### src/hdl/asc_seq_map.vh
// constants of the adc sample/convert sequencer
// assumes a 250 MHz system clock; included by the sequencer
//
// Overview of operation
// - self-test command D000h returns full-scale code FFFh; positive logic.
// - input above the high reference clamps to all ones.
// - input below the low reference clamps to all zeros.
// - early start strobe: sampling runs from select end to strobe rise.
// - frame sync held high selects microcontroller mode; select frames it.
// - microcontroller mode: serial out changes after falling serial clock.
// - frame-sync mode: serial out changes after rising serial clock.
// - frame sync is obeyed only while select is asserted.
`ifndef ASC_SEQ_MAP_VH
`define ASC_SEQ_MAP_VH

`define ASC_FRAME_BITS 5'h10
`define ASC_LAST_BIT 5'h0F
`define ASC_MIN_SEL_SCLK 5'h05
`define ASC_CMD_SELFTEST 4'hD
`define ASC_SELFTEST_CODE 12'hFFF
`define ASC_CODE_FULL 12'hFFF
`define ASC_CODE_ZERO 12'h000
`define ASC_MCU_FS_LEVEL 1'h1
`define ASC_CONV_CLKS 12'h00E
`define ASC_DIV_RESET 4'h1

`define ASC_CLK_PERIOD_NS 4
`define ASC_T_SAMPLE_NS 600
`define ASC_SAMPLE_CYC \
   ((`ASC_T_SAMPLE_NS + `ASC_CLK_PERIOD_NS - 1) / `ASC_CLK_PERIOD_NS)

`endif

### src/hdl/asc_seq.v
// sampling, conversion and serial sequencing of a serial adc
// assumes host drives select, serial clock, serial in, frame sync and
// start strobe asynchronously; the quantiser level ain_i and both
// reference levels come from logic on sys_clk_i
`timescale 1ns/100ps
`include "asc_seq_map.vh"
module asc_seq
#(
   parameter AIN_W = 14,
   parameter FIFO_DEPTH = 4,
   parameter FIFO_AW = 2
)
(
   input wire sys_clk_i,
   input wire rstn_i,
   input wire cs_n_i,
   input wire sclk_i,
   input wire serial_in_i,
   input wire frame_sync_i,
   input wire conv_start_strobe_n_i,
   output wire serial_out_o,
   output wire serial_out_oe_o,
   input wire [3:0] conv_div_i,
   input wire [AIN_W-1:0] ain_i,
   input wire [AIN_W-1:0] ref_high_i,
   input wire [AIN_W-1:0] ref_low_i,
   output wire [2:0] chan_sel_o,
   output wire conv_busy_o,
   output wire sample_short_o
);
   localparam [2:0] ST_IDLE = 3'h0;
   localparam [2:0] ST_SAMPLE = 3'h1;
   localparam [2:0] ST_CONVERT = 3'h2;
   localparam [2:0] ST_PUSH = 3'h3;

   wire [4:0] pins_sync;
   wire s_cs_n;
   wire s_sclk;
   wire s_sdi;
   wire s_fs;
   wire s_cst_n;
   reg cs_n_q;
   reg sclk_q;
   reg fs_q;
   reg cst_n_q;
   wire sclk_rise;
   wire sclk_fall;
   wire cs_fall;
   wire cs_rise;
   wire fs_rise;
   wire cst_fall;
   wire cst_rise;

   reg mcu_mode_q;
   reg frame_act_q;
   reg [4:0] bit_cnt_q;
   reg [15:0] shift_in_q;
   reg [15:0] shift_out_q;
   reg serial_out_q;
   reg cst_early_q;
   wire frame_start;
   wire upd_edge;
   wire cmd_done;
   wire [15:0] cmd_word;

   reg [2:0] state_q;
   reg [2:0] chan_q;
   reg [11:0] result_q;
   reg [11:0] conv_cnt_q;
   reg [15:0] samp_cnt_q;
   reg sample_short_q;
   reg [11:0] clamp_code;
   wire [AIN_W-1:0] ain_diff;
   wire [3:0] div_eff;
   wire [11:0] conv_target;
   wire sample_end;

   wire fifo_in_valid;
   wire fifo_in_ready;
   wire fifo_out_valid;
   wire fifo_pop;
   wire [11:0] fifo_out_data;

   asc_sync #(.WIDTH(5)) u_sync
   (
      .sys_clk_i(sys_clk_i),
      .rstn_i(rstn_i),
      // select and strobe enter inverted so a reset synchroniser reads idle
      .async_i({~cs_n_i, sclk_i, serial_in_i, frame_sync_i,
         ~conv_start_strobe_n_i}),
      .sync_o(pins_sync)
   );

   assign s_cs_n = ~pins_sync[4];
   assign s_sclk = pins_sync[3];
   assign s_sdi = pins_sync[2];
   assign s_fs = pins_sync[1];
   assign s_cst_n = ~pins_sync[0];

   // edge history of the synchronised pins
   always @(posedge sys_clk_i or negedge rstn_i)
   begin
      if (!rstn_i)
      begin
         cs_n_q <= 1'b1;
         sclk_q <= 1'b0;
         fs_q <= 1'b0;
         cst_n_q <= 1'b1;
      end
      else
      begin
         cs_n_q <= s_cs_n;
         sclk_q <= s_sclk;
         fs_q <= s_fs;
         cst_n_q <= s_cst_n;
      end
   end

   assign sclk_rise = s_sclk & ~sclk_q;
   assign sclk_fall = ~s_sclk & sclk_q;
   assign cs_fall = ~s_cs_n & cs_n_q;
   assign cs_rise = s_cs_n & ~cs_n_q;
   assign fs_rise = s_fs & ~fs_q & ~s_cs_n;
   assign cst_fall = ~s_cst_n & cst_n_q;
   assign cst_rise = s_cst_n & ~cst_n_q;

   // select with frame sync high opens an mcu frame; otherwise a frame
   // sync pulse under select opens a dsp frame
   assign frame_start = (cs_fall & (s_fs == `ASC_MCU_FS_LEVEL)) |
      (~mcu_mode_q & fs_rise & ~cs_fall);
   assign upd_edge = mcu_mode_q ? sclk_fall : sclk_rise;
   assign cmd_done = frame_act_q & ~s_cs_n & sclk_rise &
      (bit_cnt_q == `ASC_LAST_BIT);
   assign cmd_word = {shift_in_q[14:0], s_sdi};
   assign fifo_pop = frame_start & fifo_out_valid;

   // serial frame: shift command in, shift previous result out
   always @(posedge sys_clk_i or negedge rstn_i)
   begin
      if (!rstn_i)
      begin
         mcu_mode_q <= 1'b1;
         frame_act_q <= 1'b0;
         bit_cnt_q <= 5'h00;
         shift_in_q <= 16'h0000;
         shift_out_q <= 16'h0000;
         serial_out_q <= 1'b0;
      end
      else
      begin
         if (cs_fall)
            mcu_mode_q <= (s_fs == `ASC_MCU_FS_LEVEL);
         if (frame_start)
         begin
            frame_act_q <= 1'b1;
            bit_cnt_q <= 5'h00;
            if (fifo_out_valid)
            begin
               shift_out_q <= {fifo_out_data, 4'h0};
               serial_out_q <= fifo_out_data[11];
            end
            else
            begin
               shift_out_q <= 16'h0000;
               serial_out_q <= 1'b0;
            end
         end
         else if (cs_rise)
            frame_act_q <= 1'b0;
         else if (frame_act_q & ~s_cs_n)
         begin
            if (sclk_rise)
            begin
               shift_in_q <= cmd_word;
               bit_cnt_q <= bit_cnt_q + 5'h01;
               if (bit_cnt_q == `ASC_LAST_BIT)
                  frame_act_q <= 1'b0;
            end
            if (upd_edge)
            begin
               shift_out_q <= {shift_out_q[14:0], 1'b0};
               serial_out_q <= shift_out_q[14];
            end
         end
      end
   end

   // early start strobe within the select frame after its fifth clock, or a lone strobe while deselected and idle
   always @(posedge sys_clk_i or negedge rstn_i)
   begin
      if (!rstn_i)
         cst_early_q <= 1'b0;
      else if (frame_start)
         cst_early_q <= 1'b0;
      else if (cst_fall & ~s_cs_n & (bit_cnt_q >= `ASC_MIN_SEL_SCLK))
         cst_early_q <= 1'b1;
      else if (cst_fall & s_cs_n & (state_q == ST_IDLE))
         cst_early_q <= 1'b1;
      else if (sample_end)
         cst_early_q <= 1'b0;
   end

   // out-of-range inputs clamp instead of wrapping
   assign ain_diff = ain_i - ref_low_i;
   always @*
   begin
      if (ain_i >= ref_high_i)
         clamp_code = `ASC_CODE_FULL;
      else if (ain_i <= ref_low_i)
         clamp_code = `ASC_CODE_ZERO;
      else if (ain_diff > {{(AIN_W-12){1'b0}}, `ASC_CODE_FULL})
         clamp_code = `ASC_CODE_FULL;
      else
         clamp_code = ain_diff[11:0];
   end

   assign div_eff = (conv_div_i == 4'h0) ? `ASC_DIV_RESET : conv_div_i;
   assign conv_target = `ASC_CONV_CLKS * {8'h00, div_eff};

   // sampling ends at the strobe rise when it fell early or alone, else at select
   assign sample_end = (state_q == ST_SAMPLE) &
      (cst_early_q ? cst_rise : cs_rise);

   always @(posedge sys_clk_i or negedge rstn_i)
   begin
      if (!rstn_i)
      begin
         state_q <= ST_IDLE;
         chan_q <= 3'h0;
         result_q <= 12'h000;
         conv_cnt_q <= 12'h000;
         samp_cnt_q <= 16'h0000;
         sample_short_q <= 1'b0;
      end
      else
      begin
         case (state_q)
            ST_IDLE:
            begin
               samp_cnt_q <= 16'h0000;
               if (cmd_done & (cmd_word[15:12] == `ASC_CMD_SELFTEST))
               begin
                  result_q <= `ASC_SELFTEST_CODE;
                  state_q <= ST_PUSH;
               end
               else if (cmd_done & ~cmd_word[15])
               begin
                  chan_q <= cmd_word[14:12];
                  state_q <= ST_SAMPLE;
               end
               else if (cst_fall & s_cs_n)
                  state_q <= ST_SAMPLE;
            end
            ST_SAMPLE:
            begin
               // an early strobe measures the sample from select's rise
               if (cs_rise & cst_early_q)
                  samp_cnt_q <= 16'h0000;
               else if (samp_cnt_q != 16'hFFFF)
                  samp_cnt_q <= samp_cnt_q + 16'h0001;
               if (sample_end)
               begin
                  // short sample is flagged, the host owns the limit
                  sample_short_q <= (samp_cnt_q <
                     `ASC_SAMPLE_CYC);
                  result_q <= clamp_code;
                  conv_cnt_q <= 12'h000;
                  state_q <= ST_CONVERT;
               end
            end
            ST_CONVERT:
            begin
               // counts serial clocks; a stopped clock stalls conversion
               if (sclk_rise)
               begin
                  conv_cnt_q <= conv_cnt_q + 12'h001;
                  if (conv_cnt_q + 12'h001 >= conv_target)
                     state_q <= ST_PUSH;
               end
            end
            ST_PUSH:
            begin
               if (fifo_in_ready)
                  state_q <= ST_IDLE;
            end
            default:
               state_q <= ST_IDLE;
         endcase
      end
   end

   assign fifo_in_valid = (state_q == ST_PUSH);

   asc_fifo #(.WIDTH(12), .DEPTH(FIFO_DEPTH), .AW(FIFO_AW)) u_fifo
   (
      .sys_clk_i(sys_clk_i),
      .rstn_i(rstn_i),
      .in_valid_i(fifo_in_valid),
      .in_ready_o(fifo_in_ready),
      .in_data_i(result_q),
      .out_valid_o(fifo_out_valid),
      .out_ready_i(fifo_pop),
      .out_data_o(fifo_out_data)
   );

   assign serial_out_o = serial_out_q;
   assign serial_out_oe_o = pins_sync[4];
   assign chan_sel_o = chan_q;
   assign conv_busy_o = (state_q != ST_IDLE);
   assign sample_short_o = sample_short_q;
endmodule // asc_seq

### src/hdl/asc_sync.v
// two-flop synchroniser for a group of asynchronous pins
// assumes the inputs are independent levels
`timescale 1ns/100ps
module asc_sync
#(
   parameter WIDTH = 1
)
(
   input wire sys_clk_i,
   input wire rstn_i,
   input wire [WIDTH-1:0] async_i,
   output wire [WIDTH-1:0] sync_o
);
   reg [WIDTH-1:0] meta_q;
   reg [WIDTH-1:0] sync_q;

   always @(posedge sys_clk_i or negedge rstn_i)
   begin
      if (!rstn_i)
      begin
         meta_q <= {WIDTH{1'b0}};
         sync_q <= {WIDTH{1'b0}};
      end
      else
      begin
         meta_q <= async_i;
         sync_q <= meta_q;
      end
   end

   assign sync_o = sync_q;
endmodule // asc_sync

### src/hdl/asc_fifo.v
// result fifo between the converter and the serial port
// assumes one clock; push and pop may happen in one cycle
`timescale 1ns/100ps
module asc_fifo
#(
   parameter WIDTH = 12,
   parameter DEPTH = 4,
   parameter AW = 2
)
(
   input wire sys_clk_i,
   input wire rstn_i,
   input wire in_valid_i,
   output wire in_ready_o,
   input wire [WIDTH-1:0] in_data_i,
   output wire out_valid_o,
   input wire out_ready_i,
   output wire [WIDTH-1:0] out_data_o
);
   reg [WIDTH-1:0] mem_q [0:DEPTH-1];
   reg [AW-1:0] wr_q;
   reg [AW-1:0] rd_q;
   reg [AW:0] cnt_q;
   wire push;
   wire pop;

   assign in_ready_o = (cnt_q != DEPTH[AW:0]);
   assign out_valid_o = (cnt_q != {(AW+1){1'b0}});
   assign out_data_o = mem_q[rd_q];
   assign push = in_valid_i & in_ready_o;
   assign pop = out_valid_o & out_ready_i;

   always @(posedge sys_clk_i)
   begin
      if (push)
         mem_q[wr_q] <= in_data_i;
   end

   always @(posedge sys_clk_i or negedge rstn_i)
   begin
      if (!rstn_i)
      begin
         wr_q <= {AW{1'b0}};
         rd_q <= {AW{1'b0}};
         cnt_q <= {(AW+1){1'b0}};
      end
      else
      begin
         if (push)
            wr_q <= (wr_q == DEPTH[AW-1:0] - 1'b1) ? {AW{1'b0}} :
               wr_q + 1'b1;
         if (pop)
            rd_q <= (rd_q == DEPTH[AW-1:0] - 1'b1) ? {AW{1'b0}} :
               rd_q + 1'b1;
         if (push & ~pop)
            cnt_q <= cnt_q + 1'b1;
         else if (pop & ~push)
            cnt_q <= cnt_q - 1'b1;
      end
   end
endmodule // asc_fifo

### config.mk
export PLATFORM = sky130hd
export DESIGN_NAME = asc_seq
export DESIGN_NICKNAME = d
export VERILOG_FILES = /design/src/hdl/asc_seq.v /design/src/hdl/asc_sync.v /design/src/hdl/asc_fifo.v
export VERILOG_INCLUDE_DIRS = /design/src /design/src/hdl
export SDC_FILE = /design/constraint.sdc
export NUM_CORES = 1
export LEC_CHECK = 0
export ABC_AREA = 0
export BUFFER_PORTS_ARGS = -buffer_cell sky130_fd_sc_hd__buf_4
export CAP_MARGIN = 25
export CORE_MARGIN = 10
export CORE_UTILIZATION = 33
export DETAILED_ROUTE_END_ITERATION = 10
export GPL_TIMING_DRIVEN = 0
export PLACE_DENSITY = 0.56
export SETUP_SLACK_MARGIN = 0.4
export SLEW_MARGIN = 20
export SYNTH_ARGS = -nofsm -noshare
export SYNTH_HDL_FRONTEND = slang
export SYNTH_SLANG_ARGS = --single-unit
### constraint.sdc
create_clock -name sys_clk_i -period 2.5 [get_ports sys_clk_i]
set_clock_uncertainty 0.2 [all_clocks]
set_input_delay 0.375 -clock sys_clk_i [delete_from_list [all_inputs] [get_ports sys_clk_i]]
set_output_delay 0.375 -clock sys_clk_i [all_outputs]
set_load 0.01 [all_outputs]
==> run metrics <==
total congestion overflow 0; violated checks setup timing; mux cell area share after synthesis 0.0646; worst hold slack 149 ps; CP endpoint kind flip-flop; Crit path arrival time 3340 ps; most used cell, CP a21oi_2; critical path type input port to flip-flop; switching power of the nets 3.07 mW; Initial Util 0.338; Post-synth top cells dfrtp_1, inv_1, ha_1; Fin. Hold Viols 0; Synth Flop Type dfrtp_1; outcome finished, violations left; number of synthesized flops with an enable pin 48; total wire length 17400 um; layout cell share with drive strength beyond 1 0.361; synthesized flop and latch total 150; post-synthesis cell type count 76; worst-path cell chain buf_12 -> clkinv_8 -> ha_4 -> a21oi_2 -> fa_2 -> buf_6 -> inv_4 -> fa_2 -> inv_2 -> a21o_1 -> a21oi_2 -> ha_1 -> o2111ai_2 -> a21oi_2 -> nor4_4 -> a311oi_2 -> mux2_4; minimum clock period 3230 ps; static leakage 4.60 nW; # fillers 2254; crit-path max cell delay 570 ps; CTS buffer count 17; WP buf/inv 5; H-tree depth 4; Netlist Area Pre-Place 8000 sq um; DR WL/cell 14.8 um; worst hold path type flip-flop to flip-flop; WL met3 514 um; Syn. warnings 0; Reg clk slew, reported paths 70 ps; register share of total power 0.376; sequential-to-total area share from yosys stat 0.500; IO buf count 59; largest net degree at the start of global routing 103; GP Congestion 0.807; routed vias 5731; area share of the largest cell type after synthesis 0.310; initial antenna violation count 0; Slew Viols, Final 0; power per cell area 866 nW/um^2; worst slew pin tran 531 ps; simple-gate share of the synthesized area 0.113; Die X 176 um; Area Growth Syn to Fin 32.5%; boundary pin count 60; Initial DRT Pass Iterations 5; Starting DRT DRC Count 259; CTS max path bufs 2; vias per std cell 4.89; Synth Area in XOR/XNOR 0.0361; met2 WL 8440 um; Die Ht 176 um; critical path peak fanout 3; Gate Count Post-Synth 699; Core ar. 23700 sq um; Max Used Layer met4; Setup violations, final 2; ANT cells 0; Nets 955; asr flop ratio synth 0.680; GRT Total Usage 0.113; M1 wire length 8100 um; Max VDD drop 537 uV; ANT nets after route 0; Die Area 30900 sq um; row count 56; vias in the first global route 5846; Crit path required time 2610 ps; Final Instance Area 10600 sq um; leading area contributor after synthesis dfrtp_1; Worst path top cell family by delay adder cells; DRC viols 0; cells taking the most area after synthesis dfrtp_1, edfxtp_1, ha_1; first-pass GRT wire length 28800 um; most frequent cell after synthesis dfrtp_1; max-cap violations 0; slowest cell on the critical path fa_2; setup repair after global routing missed its margin true; setup ws final -725 ps; Synthesized Nets 813; Synth Area in Adders 0.0992; Net Sw Frac 0.335; Startpoint Class input port; CTS root buf clkbuf_16; combinational family with the most area after synthesis compound AO/OA/AOI/OAI gates; Post-DP Area 9020 sq um; complex-gate fraction of the synthesized area 0.143; Max transition margin 0.643; clk_lat worst skew 430 ps; Clk pwr share 0.264; Comb power frac 0.360; CTS sink count 150; Fmax achieved 310 MHz; fin crit share 1.29; Pint 6.10 mW; Syn Area/Cell 11.4 sq um; detailed placement HPWL 11900 um; CTS tree built
timing repair:
action,in CTS,in global routing
endpoints found under the hold margin,104,0
gates resized for setup,77,67
hold buffers,6,0
cloned,2,2
buffers inserted,32,20
setup endpoints to repair,115,62
pin swaps,37,23
per-layer routing:
metal	global-route usage	vias up
li1	-	2858
met1	0.145	2762
met2	0.182	89
met3	0.0259	22
met4	0.0427	0
met5	0	-
cells by family (layout without fill, tap and decap cells):
kind of cell               count (synthesis)  after routing
and+or+nand+nor                          178            178
AOI/OAI and AO/OA                        162            163
DFF                                      150            150
buffers and inverters                     81            235
adders and majority gates                 61             61
muxes                                     34             34
xor gates and xnor gates                  33             33
cell usage in the layout, fill, tap and decap left out, types with 14 or more instances in the layout:
cell type,count
buf_4,107
clkbuf_16,19
dfrtp_1,95
edfxtp_1,48
ha_1,41
inv_1,50
mux2_2,19
nand2_1,41
nand3_1,14
nor2_1,40
o21ai_0,35
xnor2_1,14
xor2_1,18
cell type report:
type | count | area, sq um | area share
Multi-Input combinational cell | 469 | 4160 | 0.392
Sequential cell | 150 | 4000 | 0.378
Timing Repair Buffer | 122 | 1040 | 0.0979
Clock buffer | 19 | 454 | 0.0429
Tap cell | 319 | 399 | 0.0377
Inverter | 62 | 278 | 0.0262
Buffer | 19 | 160 | 0.0151
Clock inverter | 13 | 106 | 0.0100
power groups by stage:
stage	logic (mW)	clock network (mW)	registers [mW]
after CTS	3.01	2.48	3.44
after global routing	3.66	2.59	3.52
after global placement	2.46	0	3.46
final	3.30	2.42	3.45
after detailed placement	2.51	0	3.47
after floorplan	1.84	0	3.37
registers in the layout, indices dropped and copies added (netlist names), 2 cells and up:
signal,cells
conv_cnt_q,12
u_sync.meta_q,5
u_fifo.cnt_q,3
result_q,12
u_fifo.rd_q,2
shift_in_q,15
shift_out_q,11
samp_cnt_q,16
u_fifo.wr_q,2
u_sync.sync_o,5
bit_cnt_q,5
chan_sel_o,3
state_q,2
u_fifo.mem_q,48
worst paths after layout:
path | startpoint | end | slack (ps) | cells past startpoint
worst min-delay path | u_sync.meta_q[3] | u_sync.sync_o[3] | 150 | 0
min in group asynchronous | rstn_i | samp_cnt_q[8] | 220 | 2
max in group asynchronous | rstn_i | cst_n_q | 1210 | 3
worst min register to register | u_sync.meta_q[3] | u_sync.sync_o[3] | 150 | 0
worst max register to register | conv_cnt_q[0] | state_q[1] | -290 | 10
worst max-delay path | conv_div_i[2] | state_q[1] | -730 | 17
stage by stage:
| stage | worst slack (ps) | power, mW | utilization | TNS (ps) | instances |
|---|---|---|---|---|---|
| 3_3_place_gp | -1230 | 5.92 | 0.381 | -6270 | 1077 |
| 2_1_floorplan | -837 | 5.21 | - | -1470 | 699 |
| 3_5_place_dp | -1250 | 5.98 | 0.381 | -6570 | 1078 |
| 6_report | -725 | 9.17 | 0.447 | -1430 | 1173 |
| 4_1_cts | -699 | 8.93 | 0.430 | -1380 | 1150 |
| 5_1_grt | -889 | 9.77 | 0.447 | -1750 | 1173 |
Note: power is estimated with default switching activity, not from simulation.
